**src/design/lsc_pkg.sv**
```systemverilog
// Constants, register map and types of the line status and clock configuration block.
// Function
// - The D-channel clock output is the 16 kHz D-channel clock when its select bit is 0 and a free 8 kHz 50% clock when it is 1.
// - Bit 2 of the configuration register sets the phase of the second B-channel bit clock against the internal sample clock.
// - Bit 3 of the configuration register sets the phase of the first B-channel bit clock against the internal sample clock.
// - With the live-read bit set reads follow changing status while the read is pending, otherwise they return the value caught at the start.
// - The previous-pattern field holds the received pattern that raised the last line-change interrupt, in the current-pattern encoding.
// - The previous-pattern field stays frozen after the interrupt while the current-pattern field keeps updating.
// - The current-pattern field reports 00 for Info 0, 01 for Info 2, 10 for Info 4 and 11 for lost framing.
// - A run of 64 consecutive binary ones on the line is classified as Info 0.
// - A framed signal with A bit 0 and all B and D bits zero is Info 2, and one with A bit 1 is Info 4.
// - Framing is declared lost when two 48-bit frames pass without a valid pair of code violations.
package lsc_pkg;
	// Register indices; the byte address is four times the index
	localparam logic [3:0] IDX_HW_CONFIG   = 4'h0;
	localparam logic [3:0] IDX_LINE_STATE  = 4'h1;
	localparam logic [3:0] IDX_IRQ_MASK    = 4'h9;
	localparam logic [3:0] IDX_IRQ_STATUS  = 4'hA;
	localparam int         ADDR_LSB        = 2;
	localparam int         IDX_W           = 4;

	// Configuration register fields
	localparam int         CFG_DCLK_SEL    = 1;
	localparam int         CFG_B2_PHASE    = 2;
	localparam int         CFG_B1_PHASE    = 3;
	localparam int         CFG_LIVE_READ   = 4;
	localparam logic [7:0] CFG_WR_MASK     = 8'h1E;
	localparam logic [7:0] CFG_RESET       = 8'h00;

	// Line state fields and the line-change interrupt bit
	localparam int         LS_PREV_LSB     = 0;
	localparam int         LS_CUR_LSB      = 2;
	localparam int         IRQ_LINE_CHG    = 1;
	localparam logic [7:0] IRQ_IMPL_MASK   = 8'h02;
	localparam logic [7:0] IRQ_RESET       = 8'h00;

	// AXI responses
	localparam logic [1:0] RESP_OKAY       = 2'h0;
	localparam logic [1:0] RESP_SLVERR     = 2'h2;

	// Line classification
	localparam int         ONES_RUN        = 64;
	localparam int         FRAME_BITS      = 48;
	localparam int         LOST_BITS       = 2 * FRAME_BITS;

	// Clock rates
	localparam int         SYS_CLK_HZ      = 200_000_000;
	localparam int         DCLK_HZ         = 16_000;
	localparam int         FREE_CLK_HZ     = 8_000;
	localparam int         BCLK_HZ         = 64_000;
	localparam int         DCLK_HALF       = SYS_CLK_HZ / (2 * DCLK_HZ);
	localparam int         FREE_HALF       = SYS_CLK_HZ / (2 * FREE_CLK_HZ);
	localparam int         BCLK_HALF       = SYS_CLK_HZ / (2 * BCLK_HZ);

	// Received information pattern, coded as in the status field
	typedef enum logic [1:0] {
		PAT_INFO0 = 2'h0,
		PAT_INFO2 = 2'h1,
		PAT_INFO4 = 2'h2,
		PAT_LOST  = 2'h3
	} lsc_pat_t;
endpackage : lsc_pkg

```
**src/design/lsc_top.sv**
```systemverilog
// Line status, clock configuration and line-change interrupt with an AXI4-Lite slave.
`timescale 1ns/100ps
module lsc_top #(
	parameter int DCLK_HALF = lsc_pkg::DCLK_HALF,
	parameter int FREE_HALF = lsc_pkg::FREE_HALF,
	parameter int BCLK_HALF = lsc_pkg::BCLK_HALF
) (
	// Clock and reset
	input  wire logic        sys_clk_i,
	input  wire logic        rst_i,
	// AXI4-Lite write channels
	input  wire logic [7:0]  s_axi_awaddr_i,
	input  wire logic        s_axi_awvalid_i,
	output logic             s_axi_awready_o,
	input  wire logic [31:0] s_axi_wdata_i,
	input  wire logic [3:0]  s_axi_wstrb_i,
	input  wire logic        s_axi_wvalid_i,
	output logic             s_axi_wready_o,
	output logic [1:0]       s_axi_bresp_o,
	output logic             s_axi_bvalid_o,
	input  wire logic        s_axi_bready_i,
	// AXI4-Lite read channels
	input  wire logic [7:0]  s_axi_araddr_i,
	input  wire logic        s_axi_arvalid_i,
	output logic             s_axi_arready_o,
	output logic [31:0]      s_axi_rdata_o,
	output logic [1:0]       s_axi_rresp_o,
	output logic             s_axi_rvalid_o,
	input  wire logic        s_axi_rready_i,
	// Received line, one strobe per line bit
	input  wire logic        line_bit_stb_i,
	input  wire logic        line_bit_i,
	input  wire logic        line_cv_pair_i,
	input  wire logic        line_a_bit_i,
	input  wire logic        line_bd_zero_i,
	// Clock outputs and interrupt
	output logic             dchan_clk_o,
	output logic             first_bchan_bit_clk_o,
	output logic             second_bchan_bit_clk_o,
	output logic             irq_o
);
	localparam int DW = $clog2(FREE_HALF + 1);
	localparam int BW = $clog2(BCLK_HALF + 1);
	localparam int OW = $clog2(lsc_pkg::ONES_RUN + 1);
	localparam int LW = $clog2(lsc_pkg::LOST_BITS + 1);

	logic [7:0]                  cfg_q;
	logic [7:0]                  mask_q;
	logic [7:0]                  stat_q;
	lsc_pkg::lsc_pat_t           pat_q;
	lsc_pkg::lsc_pat_t           pat_d;
	lsc_pkg::lsc_pat_t           prev_q;
	logic [OW-1:0]               ones_q;
	logic [LW-1:0]               nocv_q;
	logic [DW-1:0]               dcnt_q;
	logic [BW-1:0]               bcnt_q;
	logic                        dclk_q;
	logic                        free_q;
	logic                        bclk_q;
	logic                        aw_have_q;
	logic                        w_have_q;
	logic [lsc_pkg::IDX_W-1:0]   aw_idx_q;
	logic [lsc_pkg::IDX_W-1:0]   ar_idx_q;
	logic [31:0]                 wdata_q;
	logic                        wstrb0_q;
	logic                        wr_go;
	logic                        line_chg;
	logic [7:0]                  line_state;
	logic [31:0]                 rd_mux;
	logic                        rd_ok;
	logic                        rd_pend_q;

	assign line_state = {4'h0, pat_q, prev_q};
	assign line_chg   = (pat_d != pat_q);

	// Line classification
	always_ff @(posedge sys_clk_i or posedge rst_i) begin
		if (rst_i) begin
			ones_q <= '0;
		end else if (line_bit_stb_i) begin
			if (!line_bit_i)
				ones_q <= '0;
			else if (ones_q != OW'(lsc_pkg::ONES_RUN))
				ones_q <= ones_q + 1'b1;
		end
	end

	always_ff @(posedge sys_clk_i or posedge rst_i) begin
		if (rst_i) begin
			nocv_q <= '0;
		end else if (line_cv_pair_i) begin
			nocv_q <= '0;
		end else if (line_bit_stb_i && nocv_q != LW'(lsc_pkg::LOST_BITS)) begin
			nocv_q <= nocv_q + 1'b1;
		end
	end

	always_comb begin
		pat_d = pat_q;
		if (ones_q == OW'(lsc_pkg::ONES_RUN))
			pat_d = lsc_pkg::PAT_INFO0;
		else if (nocv_q == LW'(lsc_pkg::LOST_BITS) && !line_cv_pair_i)
			pat_d = lsc_pkg::PAT_LOST;
		else if (line_cv_pair_i && line_a_bit_i)
			pat_d = lsc_pkg::PAT_INFO4;
		else if (line_cv_pair_i && line_bd_zero_i)
			pat_d = lsc_pkg::PAT_INFO2;
	end

	always_ff @(posedge sys_clk_i or posedge rst_i) begin
		if (rst_i)
			pat_q <= lsc_pkg::PAT_INFO0;
		else
			pat_q <= pat_d;
	end

	// Previous pattern frozen while the change interrupt is pending
	always_ff @(posedge sys_clk_i or posedge rst_i) begin
		if (rst_i)
			prev_q <= lsc_pkg::PAT_INFO0;
		else if (line_chg && !stat_q[lsc_pkg::IRQ_LINE_CHG])
			prev_q <= pat_d;
	end

	// Clock generation
	always_ff @(posedge sys_clk_i or posedge rst_i) begin
		if (rst_i) begin
			dcnt_q <= '0;
			free_q <= 1'b0;
			dclk_q <= 1'b0;
		end else if (dcnt_q == DW'(FREE_HALF - 1)) begin
			dcnt_q <= '0;
			free_q <= ~free_q;
			dclk_q <= ~dclk_q;
		end else begin
			dcnt_q <= dcnt_q + 1'b1;
			if (dcnt_q == DW'(DCLK_HALF - 1))
				dclk_q <= ~dclk_q;
		end
	end

	always_ff @(posedge sys_clk_i or posedge rst_i) begin
		if (rst_i) begin
			bcnt_q <= '0;
			bclk_q <= 1'b0;
		end else if (bcnt_q == BW'(BCLK_HALF - 1)) begin
			bcnt_q <= '0;
			bclk_q <= ~bclk_q;
		end else begin
			bcnt_q <= bcnt_q + 1'b1;
		end
	end

	always_ff @(posedge sys_clk_i or posedge rst_i) begin
		if (rst_i) begin
			dchan_clk_o            <= 1'b0;
			first_bchan_bit_clk_o  <= 1'b0;
			second_bchan_bit_clk_o <= 1'b0;
		end else begin
			dchan_clk_o            <= cfg_q[lsc_pkg::CFG_DCLK_SEL] ? free_q : dclk_q;
			first_bchan_bit_clk_o  <= bclk_q ^ cfg_q[lsc_pkg::CFG_B1_PHASE];
			second_bchan_bit_clk_o <= bclk_q ^ cfg_q[lsc_pkg::CFG_B2_PHASE];
		end
	end

	// AXI write path
	assign wr_go = aw_have_q && w_have_q && !s_axi_bvalid_o;

	always_ff @(posedge sys_clk_i or posedge rst_i) begin
		if (rst_i) begin
			aw_have_q       <= 1'b0;
			w_have_q        <= 1'b0;
			aw_idx_q        <= '0;
			wdata_q         <= '0;
			wstrb0_q        <= 1'b0;
			s_axi_awready_o <= 1'b0;
			s_axi_wready_o  <= 1'b0;
			s_axi_bvalid_o  <= 1'b0;
			s_axi_bresp_o   <= lsc_pkg::RESP_OKAY;
		end else begin
			s_axi_awready_o <= !aw_have_q && !(s_axi_awvalid_i && s_axi_awready_o);
			s_axi_wready_o  <= !w_have_q && !(s_axi_wvalid_i && s_axi_wready_o);
			if (s_axi_awvalid_i && s_axi_awready_o) begin
				aw_have_q <= 1'b1;
				aw_idx_q  <= s_axi_awaddr_i[lsc_pkg::ADDR_LSB +: lsc_pkg::IDX_W];
			end
			if (s_axi_wvalid_i && s_axi_wready_o) begin
				w_have_q <= 1'b1;
				wdata_q  <= s_axi_wdata_i;
				wstrb0_q <= s_axi_wstrb_i[0];
			end
			if (wr_go) begin
				aw_have_q      <= 1'b0;
				w_have_q       <= 1'b0;
				s_axi_bvalid_o <= 1'b1;
				s_axi_bresp_o  <= (aw_idx_q == lsc_pkg::IDX_HW_CONFIG ||
				                   aw_idx_q == lsc_pkg::IDX_IRQ_MASK ||
				                   aw_idx_q == lsc_pkg::IDX_IRQ_STATUS) ?
				                  lsc_pkg::RESP_OKAY : lsc_pkg::RESP_SLVERR;
			end else if (s_axi_bvalid_o && s_axi_bready_i) begin
				s_axi_bvalid_o <= 1'b0;
			end
		end
	end

	// Reserved configuration bits are not stored and read as zero
	always_ff @(posedge sys_clk_i or posedge rst_i) begin
		if (rst_i)
			cfg_q <= lsc_pkg::CFG_RESET;
		else if (wr_go && wstrb0_q && aw_idx_q == lsc_pkg::IDX_HW_CONFIG)
			cfg_q <= wdata_q[7:0] & lsc_pkg::CFG_WR_MASK;
	end

	always_ff @(posedge sys_clk_i or posedge rst_i) begin
		if (rst_i)
			mask_q <= lsc_pkg::IRQ_RESET;
		else if (wr_go && wstrb0_q && aw_idx_q == lsc_pkg::IDX_IRQ_MASK)
			mask_q <= wdata_q[7:0] & lsc_pkg::IRQ_IMPL_MASK;
	end

	// Sticky status, write one to clear, a new change wins over the clear
	always_ff @(posedge sys_clk_i or posedge rst_i) begin
		if (rst_i) begin
			stat_q <= lsc_pkg::IRQ_RESET;
		end else begin
			if (wr_go && wstrb0_q && aw_idx_q == lsc_pkg::IDX_IRQ_STATUS)
				stat_q <= stat_q & ~wdata_q[7:0];
			if (line_chg)
				stat_q[lsc_pkg::IRQ_LINE_CHG] <= 1'b1;
		end
	end

	always_ff @(posedge sys_clk_i or posedge rst_i) begin
		if (rst_i)
			irq_o <= 1'b0;
		else
			irq_o <= |(stat_q & mask_q);
	end

	// AXI read path
	always_comb begin
		rd_mux = '0;
		rd_ok  = 1'b1;
		case (ar_idx_q)
			lsc_pkg::IDX_HW_CONFIG:  rd_mux[7:0] = cfg_q;
			lsc_pkg::IDX_LINE_STATE: rd_mux[7:0] = line_state;
			lsc_pkg::IDX_IRQ_MASK:   rd_mux[7:0] = mask_q;
			lsc_pkg::IDX_IRQ_STATUS: rd_mux[7:0] = stat_q;
			default:                 rd_ok       = 1'b0;
		endcase
	end

	always_ff @(posedge sys_clk_i or posedge rst_i) begin
		if (rst_i) begin
			ar_idx_q        <= '0;
			s_axi_arready_o <= 1'b0;
		end else begin
			s_axi_arready_o <= !s_axi_rvalid_o && !rd_pend_q &&
			                   !(s_axi_arvalid_i && s_axi_arready_o);
			if (s_axi_arvalid_i && s_axi_arready_o)
				ar_idx_q <= s_axi_araddr_i[lsc_pkg::ADDR_LSB +: lsc_pkg::IDX_W];
		end
	end

	always_ff @(posedge sys_clk_i or posedge rst_i) begin
		if (rst_i) begin
			s_axi_rvalid_o <= 1'b0;
			s_axi_rdata_o  <= '0;
			s_axi_rresp_o  <= lsc_pkg::RESP_OKAY;
		end else if (s_axi_rvalid_o && s_axi_rready_i) begin
			s_axi_rvalid_o <= 1'b0;
		end else if (!s_axi_rvalid_o && rd_pend_q) begin
			s_axi_rvalid_o <= 1'b1;
			s_axi_rdata_o  <= rd_mux;
			s_axi_rresp_o  <= rd_ok ? lsc_pkg::RESP_OKAY : lsc_pkg::RESP_SLVERR;
		end else if (s_axi_rvalid_o && cfg_q[lsc_pkg::CFG_LIVE_READ]) begin
			s_axi_rdata_o  <= rd_mux;
		end
	end

	always_ff @(posedge sys_clk_i or posedge rst_i) begin
		if (rst_i)
			rd_pend_q <= 1'b0;
		else if (s_axi_arvalid_i && s_axi_arready_o)
			rd_pend_q <= 1'b1;
		else if (rd_pend_q && !s_axi_rvalid_o)
			rd_pend_q <= 1'b0;
	end

	// Checks
	a_info0_run: assert property (@(posedge sys_clk_i) disable iff (rst_i)
		(ones_q == OW'(lsc_pkg::ONES_RUN)) |=> (pat_q == lsc_pkg::PAT_INFO0))
		else $error("Run of ones not reported as Info 0");
	a_lost_frame: assert property (@(posedge sys_clk_i) disable iff (rst_i)
		(nocv_q == LW'(lsc_pkg::LOST_BITS) && ones_q != OW'(lsc_pkg::ONES_RUN)
		 && !line_cv_pair_i) |=> (pat_q == lsc_pkg::PAT_LOST))
		else $error("Missing code violations not reported as lost framing");
	a_info4_seen: assert property (@(posedge sys_clk_i) disable iff (rst_i)
		(line_cv_pair_i && line_a_bit_i && ones_q != OW'(lsc_pkg::ONES_RUN))
		|=> (pat_q == lsc_pkg::PAT_INFO4))
		else $error("Framed A=1 signal not reported as Info 4");
	a_info2_seen: assert property (@(posedge sys_clk_i) disable iff (rst_i)
		(line_cv_pair_i && !line_a_bit_i && line_bd_zero_i
		 && ones_q != OW'(lsc_pkg::ONES_RUN)) |=> (pat_q == lsc_pkg::PAT_INFO2))
		else $error("Framed idle signal not reported as Info 2");
	a_cur_field: assert property (@(posedge sys_clk_i) disable iff (rst_i)
		($rose(s_axi_rvalid_o) && $past(ar_idx_q) == lsc_pkg::IDX_LINE_STATE)
		|-> (s_axi_rdata_o[lsc_pkg::LS_CUR_LSB +: 2] == $past(pat_q)))
		else $error("Current pattern field does not follow the receiver");
	a_pat_cause: assert property (@(posedge sys_clk_i) disable iff (rst_i)
		$changed(pat_q) |-> ($past(ones_q) == OW'(lsc_pkg::ONES_RUN) ||
		 $past(nocv_q) == LW'(lsc_pkg::LOST_BITS) || $past(line_cv_pair_i)))
		else $error("Current pattern moved with no line event");
	a_prev_capture: assert property (@(posedge sys_clk_i) disable iff (rst_i)
		($changed(pat_q) && !$past(stat_q[lsc_pkg::IRQ_LINE_CHG]))
		|-> (prev_q == pat_q && stat_q[lsc_pkg::IRQ_LINE_CHG]))
		else $error("Previous pattern not caught with the change interrupt");
	a_prev_frozen: assert property (@(posedge sys_clk_i) disable iff (rst_i)
		stat_q[lsc_pkg::IRQ_LINE_CHG] |=> (stat_q[lsc_pkg::IRQ_LINE_CHG]
		|| $stable(prev_q)) and (!stat_q[lsc_pkg::IRQ_LINE_CHG] || $stable(prev_q)))
		else $error("Previous pattern moved while the interrupt is pending");
	a_dclk_select: assert property (@(posedge sys_clk_i) disable iff (rst_i)
		(cfg_q[lsc_pkg::CFG_DCLK_SEL] ##1 cfg_q[lsc_pkg::CFG_DCLK_SEL])
		|-> (dchan_clk_o == $past(free_q)))
		else $error("D-channel clock output ignores its select bit");
	a_b1_phase: assert property (@(posedge sys_clk_i) disable iff (rst_i)
		##1 first_bchan_bit_clk_o == ($past(bclk_q) ^ $past(cfg_q[lsc_pkg::CFG_B1_PHASE])))
		else $error("First B-channel clock phase wrong");
	a_b2_phase: assert property (@(posedge sys_clk_i) disable iff (rst_i)
		##1 second_bchan_bit_clk_o == ($past(bclk_q) ^ $past(cfg_q[lsc_pkg::CFG_B2_PHASE])))
		else $error("Second B-channel clock phase wrong");
	a_latched_read: assert property (@(posedge sys_clk_i) disable iff (rst_i)
		(s_axi_rvalid_o && !s_axi_rready_i && !cfg_q[lsc_pkg::CFG_LIVE_READ])
		|=> $stable(s_axi_rdata_o))
		else $error("Latched read data changed while pending");
	a_chg_sticky: assert property (@(posedge sys_clk_i) disable iff (rst_i)
		line_chg |=> stat_q[lsc_pkg::IRQ_LINE_CHG])
		else $error("Line change lost against a status clear");
	a_irq_follow: assert property (@(posedge sys_clk_i) disable iff (rst_i)
		irq_o == $past(|(stat_q & mask_q)))
		else $error("Interrupt output does not follow status and mask");
	a_wr_resp: assert property (@(posedge sys_clk_i) disable iff (rst_i)
		wr_go |=> s_axi_bvalid_o)
		else $error("Write response missing after both channels taken");
	a_rd_resp: assert property (@(posedge sys_clk_i) disable iff (rst_i)
		(s_axi_arvalid_i && s_axi_arready_o) |-> ##2 s_axi_rvalid_o)
		else $error("Read response missing two cycles after the address");
endmodule : lsc_top

```
**config.mk**
```make
export PLATFORM = sky130hd
export DESIGN_NAME = lsc_top
export DESIGN_NICKNAME = d
export VERILOG_FILES = /design/src/design/lsc_pkg.sv /design/src/design/lsc_top.sv
export SDC_FILE = /design/constraint.sdc
export NUM_CORES = 1
export LEC_CHECK = 0
export BUFFER_PORTS_ARGS = -buffer_cell sky130_fd_sc_hd__buf_2
export CORE_AREA = 4 4 126 128
export CTS_CLUSTER_DIAMETER = 40
export DETAILED_ROUTE_END_ITERATION = 6
export DIE_AREA = 0 0 130 132
export GPL_TIMING_DRIVEN = 0
export HOLD_SLACK_MARGIN = 0.12
export SLEW_MARGIN = 10
export SYNTH_ARGS = -nofsm -noshare
export SYNTH_HDL_FRONTEND = slang
export SYNTH_SLANG_ARGS = --single-unit
```
**constraint.sdc**
```tcl
create_clock -name sys_clk_i -period 3.6 [get_ports sys_clk_i]
set_input_delay 0.54 -clock sys_clk_i [delete_from_list [all_inputs] [get_ports sys_clk_i]]
set_output_delay 0.54 -clock sys_clk_i [all_outputs]
set_load 0.02 [all_outputs]
```
==> run_results.csv, run 1 <==
group,metric,value,unit
route,drt_drc,0,
critical_path,endpoint_kind_of_the_worst_setup_timing_path,"flip-flop",
cells_and_area,drive_gt1_share,23.7,%
critical_path,cp.arrival,2.26,ns
synth,sequential_element_share_of_the_synthesized_area,52.9,%
synth,dominant_cell_by_count_in_the_synthesized_netlist,"dfrtp_1",
cts,clock_latency,0.34,ns
cells_and_area,area_growth_from_synthesis_to_layout,19.1,%
synth,post_synth_main_area_contributors,"dfrtp_1, mux2_2, buf_4",
critical_path,timing.setup.critical_path_class,"flip-flop to flip-flop",
placed_design,numPortBuffers,45,
critical_path,path_buf_inv,2,
synth,synth_warnings,0,
cts,cts-root-buf,"clkbuf_16",
synth,yosys-top-cells-count,"dfrtp_1, nor2_1, nand2_1",
pwr,power.internal,2.17,mW
route,routed_wirelength,9.00,mm
floorplanning,fp.dieW,130,µm
sta,hold_viol,0,
sta,final-setup-viol-count,0,
route,post_drt_via_cell_ratio,4.65,
sta,fin_tns_setup,0,ns
pwr,logic_pwr_share,22.7,%
critical_path,critical_path.top_delay_family,"compound AO/OA/AOI/OAI gates",
pwr,power.clock.fraction,30.6,%
cts,h-tree-depth,3,
placed_design,place.gp.congestion,0.774,
critical_path,startpoint_type_of_the_worst_setup_path,"flip-flop",
cts,clock_path_buffers,2,
floorplanning,initial_utilization,31.2,%
synth,synth_cells,432,
cts,clk_transition_reported_paths,0.07,ns
cts,cts.repair_timing.setup_buffer_count,0,
cts,ctsResizeCount,0,
synth,synth_area,4640,µm²
sta,post-route-period-util,56.6,%
route,antenna_violating_nets_post_route,0,
route,dr.first_iter.drc_count,170,
sta,max-slew-margin-rel,55.0,%
global_routing,initial_antenna_violation_count,1,
route,vias_post_dr,3285,
synth,synth_edf_count,0,
floorplanning,core-area,14900,µm²
run,cap_violations,0,
pwr,power.density,575,nW/µm²
sta,period_needed,2.04,ns
cts,tritoncts_num_sinks,98,
pwr,p_leak,2.57,nW
pwr,vdd_ir_drop_max,0.386,mV
critical_path,crit_chain,"inv_1 > ha_1 > nor2b_1 > and2_1 > buf_6 > o31a_1 > and3b_1 > o32a_1",
synth,yosys.area.top_type,"dfrtp_1",
synth,asyncSetResetFlopFracSynth,100,%
global_routing,grt_pass1_wl,15.4,mm
placed_design,place_hpwl,6.73,mm
pwr,power,3.18,mW
global_routing,number_of_global_route_vias_before_repair,3287,
synth,postSynthRegisterBits,98,
synth,syn-mean-instance-area,10.7,µm²
sta,rsz0062_at_grt,"no",
cts,cts_buffers,9,
floorplanning,die_y,132,µm
pwr,power.share.switching,31.7,%
cells_and_area,postLayoutCellArea,5530,µm²
synth,dominantRegCellSynth,"dfrtp_1",
critical_path,slowest_stage,"dfrtp_1",
cts,cts_hold_repair.buffers,0,
cells_and_area,layout.core_utilization,37.2,%
floorplanning,floorplan.die_area,17200,µm²
synth,netlist-cell-type-count,53,
sta,fmax,491,MHz
critical_path,critical_path_fanout_max,9,
cts,cts_tree,"built",
sta,timing.clock.skew,0.00903,ns
outcome,status,"complete, no violations",
route,detail_route.first_pass.iterations,4,
placed_design,placedInstanceArea,5220,µm²
sta,timing_max_transition_violations_final,0,
floorplanning,floorplan.io_pins,109,
route,wl_per_cell,12.7,µm
sta,tightestPinTransition,0.670,ns
floorplanning,num_rows,45,
hold_path,min_path_type,"primary input to asynchronous set/reset pin",
pwr,sequentialPowerShare,46.7,%
global_routing,grt_usage,11.0,%
cells_and_area,n_diodes,0,
global_routing,maximum_number_of_pins_on_one_net_before_global_route_repair,61,
synth,synth.top_cell.area_share,52.9,%
critical_path,crit_path_max_cell_delay,0.40,ns
cells_and_area,design.final.nets,586,
global_routing,grt-ovfl-total,0,
critical_path,cp_data_required_time,3.82,ns
pwr,power.switching,1.01,mW
[sequential cells by signal (all words and copies together) (netlist names), 4 cells and up]
signal	flops
ar_idx_q	4
aw_idx_q	4
bcnt_q	11
cfg_q	4
dcnt_q	14
nocv_q	7
ones_q	7
s_axi_rdata_o	8
stat_q	8
wdata_q	8
[kinds of logic after synthesis]
kind of cell	Yosys count	share of synthesized area (%)
and+or+nand+nor	146	16.3
buffers and inverters	54	6.82
adders and majority gates	8	2.16
muxes	26	6.26
AOI/OAI and AO/OA	69	9.79
other	1	0.0809
DFF	98	52.9
xor gates and xnor gates	30	5.66
[area by class of cell]
cell class	count	area (µm²)
tap	188	235
clock buffer	10	229
buffer	36	249
sequential	98	2450
fill	1525	9340
timing repair buffer	46	253
clock inverter	6	73.8
inverter	18	70.1
multi-input combinational	305	1960
[per-stage QoR]
stage               setup slack, ns  hold slack (ns)  instances
floorplan                     0.498            0.423        457
global placement             -0.595            0.438        690
detailed placement             1.58            0.441        691
CTS                            1.56            0.247        707
global route                   1.47            0.276        707
finish                         1.56            0.233        707
[placed cells by master (no fill, tap or decap), types with 3 or more instances in the layout]
| cell type | Yosys | routed |
|---|---|---|
| nor2b_1 | 3 | 3 |
| ha_1 | 8 | 8 |
| buf_4 | 26 | 26 |
| and3_1 | 3 | 3 |
| and3b_1 | 4 | 4 |
| xor2_1 | 17 | 17 |
| a21boi_0 | 8 | 8 |
| a22o_1 | 5 | 5 |
| conb_1 | 1 | 26 |
| nor4_1 | 4 | 4 |
| dfrtp_1 | 98 | 98 |
| nand2b_1 | 3 | 3 |
| mux2_2 | 24 | 24 |
| and2_1 | 4 | 4 |
| clkbuf_16 | 0 | 9 |
| nand4_1 | 6 | 6 |
| buf_2 | 1 | 46 |
| nand2_1 | 35 | 35 |
| o21ai_0 | 14 | 14 |
| clkbuf_1 | 7 | 8 |
| a31oi_1 | 3 | 3 |
| nand3b_1 | 3 | 3 |
| xnor2_1 | 13 | 13 |
| nor2_1 | 41 | 41 |
| nand3_1 | 14 | 14 |
| or3_1 | 4 | 4 |
| a22oi_1 | 5 | 5 |
| inv_1 | 18 | 17 |
| a21oi_1 | 19 | 19 |
| nor3b_1 | 3 | 3 |
| nor3_1 | 9 | 9 |
[path summary, 6_finish.rpt]
path / end / startpoint / cells past startpoint / slack (ns)
setup reg to reg: prev_q[1] / ones_q[0] / 8 / 1.56
min in group sys_clk_i: s_axi_rvalid_o / s_axi_rready_i / 2 / 0.38
max in group asynchronous: ar_idx_q[1] / rst_i / 3 / 2.70
hold / removal: dchan_clk_o / rst_i / 2 / 0.23
setup / recovery: prev_q[1] / ones_q[0] / 8 / 1.56
hold reg to reg: stat_q[0] / wdata_q[0] / 1 / 0.45
[metal layers]
layer / up-vias / global-route usage, % / routed length, µm / part of all wire (%)
met2: 83 / 17.0 / 4110 / 46
li1: 1610 / - / - / -
met3: 12 / 4.38 / 592 / 6.6
met1: 1578 / 14.4 / 4160 / 46
met4: 2 / 2.83 / 130 / 1.4
met5: - / 0 / 7 / 0.078
[power by group through the flow]
stage / Clock, mW / Combinational (mW) / Sequential (mW)
detailed placement: 0 / 0.729 / 1.51
floorplan: 0 / 0.472 / 1.53
CTS: 1.00 / 0.731 / 1.49
global route: 1.04 / 0.810 / 1.52
global placement: 0 / 0.701 / 1.50
finish: 0.972 / 0.722 / 1.48
No activity file was read; power rests on OpenSTA's default activity.
==> run 2: changes to the inputs <==
==> constraint.sdc (replaced) <==
create_clock -name sys_clk_i -period 1.7 [get_ports sys_clk_i]
set_input_delay 0.255 -clock sys_clk_i [delete_from_list [all_inputs] [get_ports sys_clk_i]]
set_output_delay 0.255 -clock sys_clk_i [all_outputs]
set_load 0.02 [all_outputs]
==> run 2 against run 1 <==
The run now ends with setup timing left. Final cell count rose by 3.4%. Global-route usage rose by 0.31 points. Via count rose by 2.9%. Clock skew fell by 0.0025 ns. Sequential cell count did not move. Critical path depth fell by 1. Core utilization rose by 2.3 points. Largest cell class unchanged. Highest routed layer is now met4.
==> run_results.csv, run 2 (synthesis results as in run 1) <==
group,metric,value,unit
cells_and_area,mostFrequentLayoutCell,"dfrtp_1",
sta,post-route-period-util,105,%
sta,hold_viol,0,
critical_path,slowest_stage,"dfrtp_1",
pwr,vdd_ir_drop_max,0.563,mV
route,wl_per_cell,12.7,µm
floorplanning,fp.dieW,130,µm
global_routing,initial_antenna_violation_count,0,
hold_path,worst_hold_path.num_cells,2,
global_routing,maximum_number_of_pins_on_one_net_before_global_route_repair,36,
cells_and_area,largest_reg_flops,14,
pwr,power.density,1180,nW/µm²
cells_and_area,regMostFlops,"dcnt_q",
critical_path,crit_chain,"inv_2 > ha_4 > and4bb_2 > a21boi_1 > o31a_1 > and3b_1 > o32a_1",
global_routing,grt_usage,11.3,%
floorplanning,floorplan.die_area,17200,µm²
sta,timing.clock.skew,0.00650,ns
cts,tritoncts_num_sinks,98,
cts,clk_transition_reported_paths,0.07,ns
cts,cts-root-buf,"clkbuf_16",
critical_path,endpoint_kind_of_the_worst_setup_timing_path,"flip-flop",
outcome,violations_in_the_final_reports,"setup timing",
route,antenna_violating_nets_post_route,0,
critical_path,crit_path_max_cell_delay,0.40,ns
global_routing,number_of_global_route_vias_before_repair,3420,
floorplanning,floorplan.io_pins,109,
pwr,power,6.89,mW
sta,timing_max_transition_violations_final,0,
sta,max-slew-margin-rel,52.7,%
cells_and_area,area_growth_from_synthesis_to_layout,26.5,%
cts,cts_buffers,9,
cells_and_area,n_diodes,0,
critical_path,cp_data_required_time,1.93,ns
cells_and_area,design.final.nets,610,
placed_design,place.gp.congestion,0.776,
route,drt_drc,0,
critical_path,critical_path_fanout_max,4,
cells_and_area,mostFrequentLayoutCells,"dfrtp_1, buf_2, buf_4",
sta,rsz0062_at_grt,"yes",
critical_path,timing.reg2reg.worst_path_depth,7,
pwr,p_leak,2.72,nW
sta,period_needed,1.79,ns
cells_and_area,area.sequential,2450,µm²
sta,fmax,560,MHz
cts,clock_path_buffers,2,
global_routing,grt_pass1_wl,15.9,mm
route,routed_wirelength,9.32,mm
route,dr.first_iter.drc_count,231,
sta,final-setup-viol-count,1,
route,detail_route.first_pass.iterations,4,
critical_path,startpoint_type_of_the_worst_setup_path,"flip-flop",
floorplanning,core-area,14900,µm²
route,highest-signal-layer,"met4",
cells_and_area,fillCellCount,1449,
placed_design,numPortBuffers,45,
placed_design,post_place_setup_slack,-0.210,ns
route,post_drt_via_cell_ratio,4.62,
run,cap_violations,0,
hold_path,min_path_type,"primary input to flip-flop",
global_routing,grt-ovfl-total,0,
critical_path,timing.setup.critical_path_class,"flip-flop to flip-flop",
cells_and_area,postLayoutCellArea,5870,µm²
placed_design,placedInstanceArea,5240,µm²
critical_path,cp.arrival,2.01,ns
sta,tightestPinTransition,0.709,ns
route,detailroute.wirelength.met2,4.49,mm
sta,timing.hold.ws,0.147,ns
cts,clock_latency,0.34,ns
floorplanning,initial_utilization,31.2,%
route,met3RoutedLength,407,µm
cts,cts_tree,"built",
cells_and_area,multiInputGateArea,2090,µm²
cells_and_area,drive_gt1_share,29.5,%
cts,h-tree-depth,3,
floorplanning,num_rows,45,
sta,final.setup.worst_slack,-0.0860,ns
placed_design,place_hpwl,6.64,mm
cells_and_area,largest_registers,"dcnt_q (14), bcnt_q (11)",
route,route.layer.met1.wl,4.19,mm
route,vias_post_dr,3380,
outcome,status,"complete, but fails checks",
floorplanning,die_y,132,µm
==> run 2: cell types whose count changed in the layout (fill, tap and decap cells not counted), sizes merged <==
| cell | change |
|---|---|
| clkbuf | +2 |
| clkinvlp | +1 |
| dlygate4sd3 | +5 |
| inv | -3 |
| buf | +19 |
==> run 2: power breakdown <==
group	switching [mW]	internal, mW	leakage (nW)
combinational	0.921	0.766	1.31
clock	0.843	1.22	0.145
sequential	0.366	2.78	1.26
==> run 2: critical path: cells and delay by family, from the launching register on <==
kind / cells / cell delay (ns)
buffers and inverters: 1 / 0.09
AO/OA/AOI/OAI: 3 / 0.63
adder cells (fa/ha/maj): 1 / 0.12
flip-flops: 1 / 0.40
AND/OR/NAND/NOR: 2 / 0.44
==> run 2: cell type report <==
class / instances / share of cell area (%)
buffer: 35 / 4.12
clock buffer: 12 / 4.37
clock inverter: 4 / 0.853
inverter: 18 / 1.22
multi-input combinational: 305 / 35.7
sequential: 98 / 41.8
tap: 188 / 4.01
timing repair buffer: 71 / 7.93
==> run 2: worst paths after layout <==
check	to	start	slack (ns)
setup / recovery	prev_q[1]	nocv_q[0]	-0.09
hold / removal	ar_idx_q[0]	s_axi_araddr_i[2]	0.15
setup reg to reg	prev_q[1]	nocv_q[0]	-0.09
hold reg to reg	stat_q[5]	wdata_q[5]	0.45
max in group asynchronous	s_axi_rvalid_o	rst_i	0.29
min in group asynchronous	dcnt_q[2]	rst_i	0.58
==> run 2: timing repair <==
item                                    4_1_cts  5_1_grt
cloned                                        0        0
gates resized for setup                      11       22
hold endpoints to repair                     36        0
hold buffers                                  5        0
buffers inserted                             10        9
pin swaps                                     7        8
endpoints found under the setup margin        9       26
==> run 2: layer usage <==
layer / up-vias / track usage [%]
li1: 1664 / -
met3: 21 / 2.15
met5: - / 0
met1: 1630 / 14.6
met4: 0 / 4.97
met2: 65 / 18.3
==> run 2: per-stage QoR <==
step	std cells	utilization [%]	TNS [ns]
after global placement	690	35.0	-36.34
after floorplan	457	-	-0.0938
after CTS	722	38.4	-0.0847
after detailed placement	692	35.2	-0.931
final	731	39.5	-0.0860
after global routing	731	39.5	-0.442
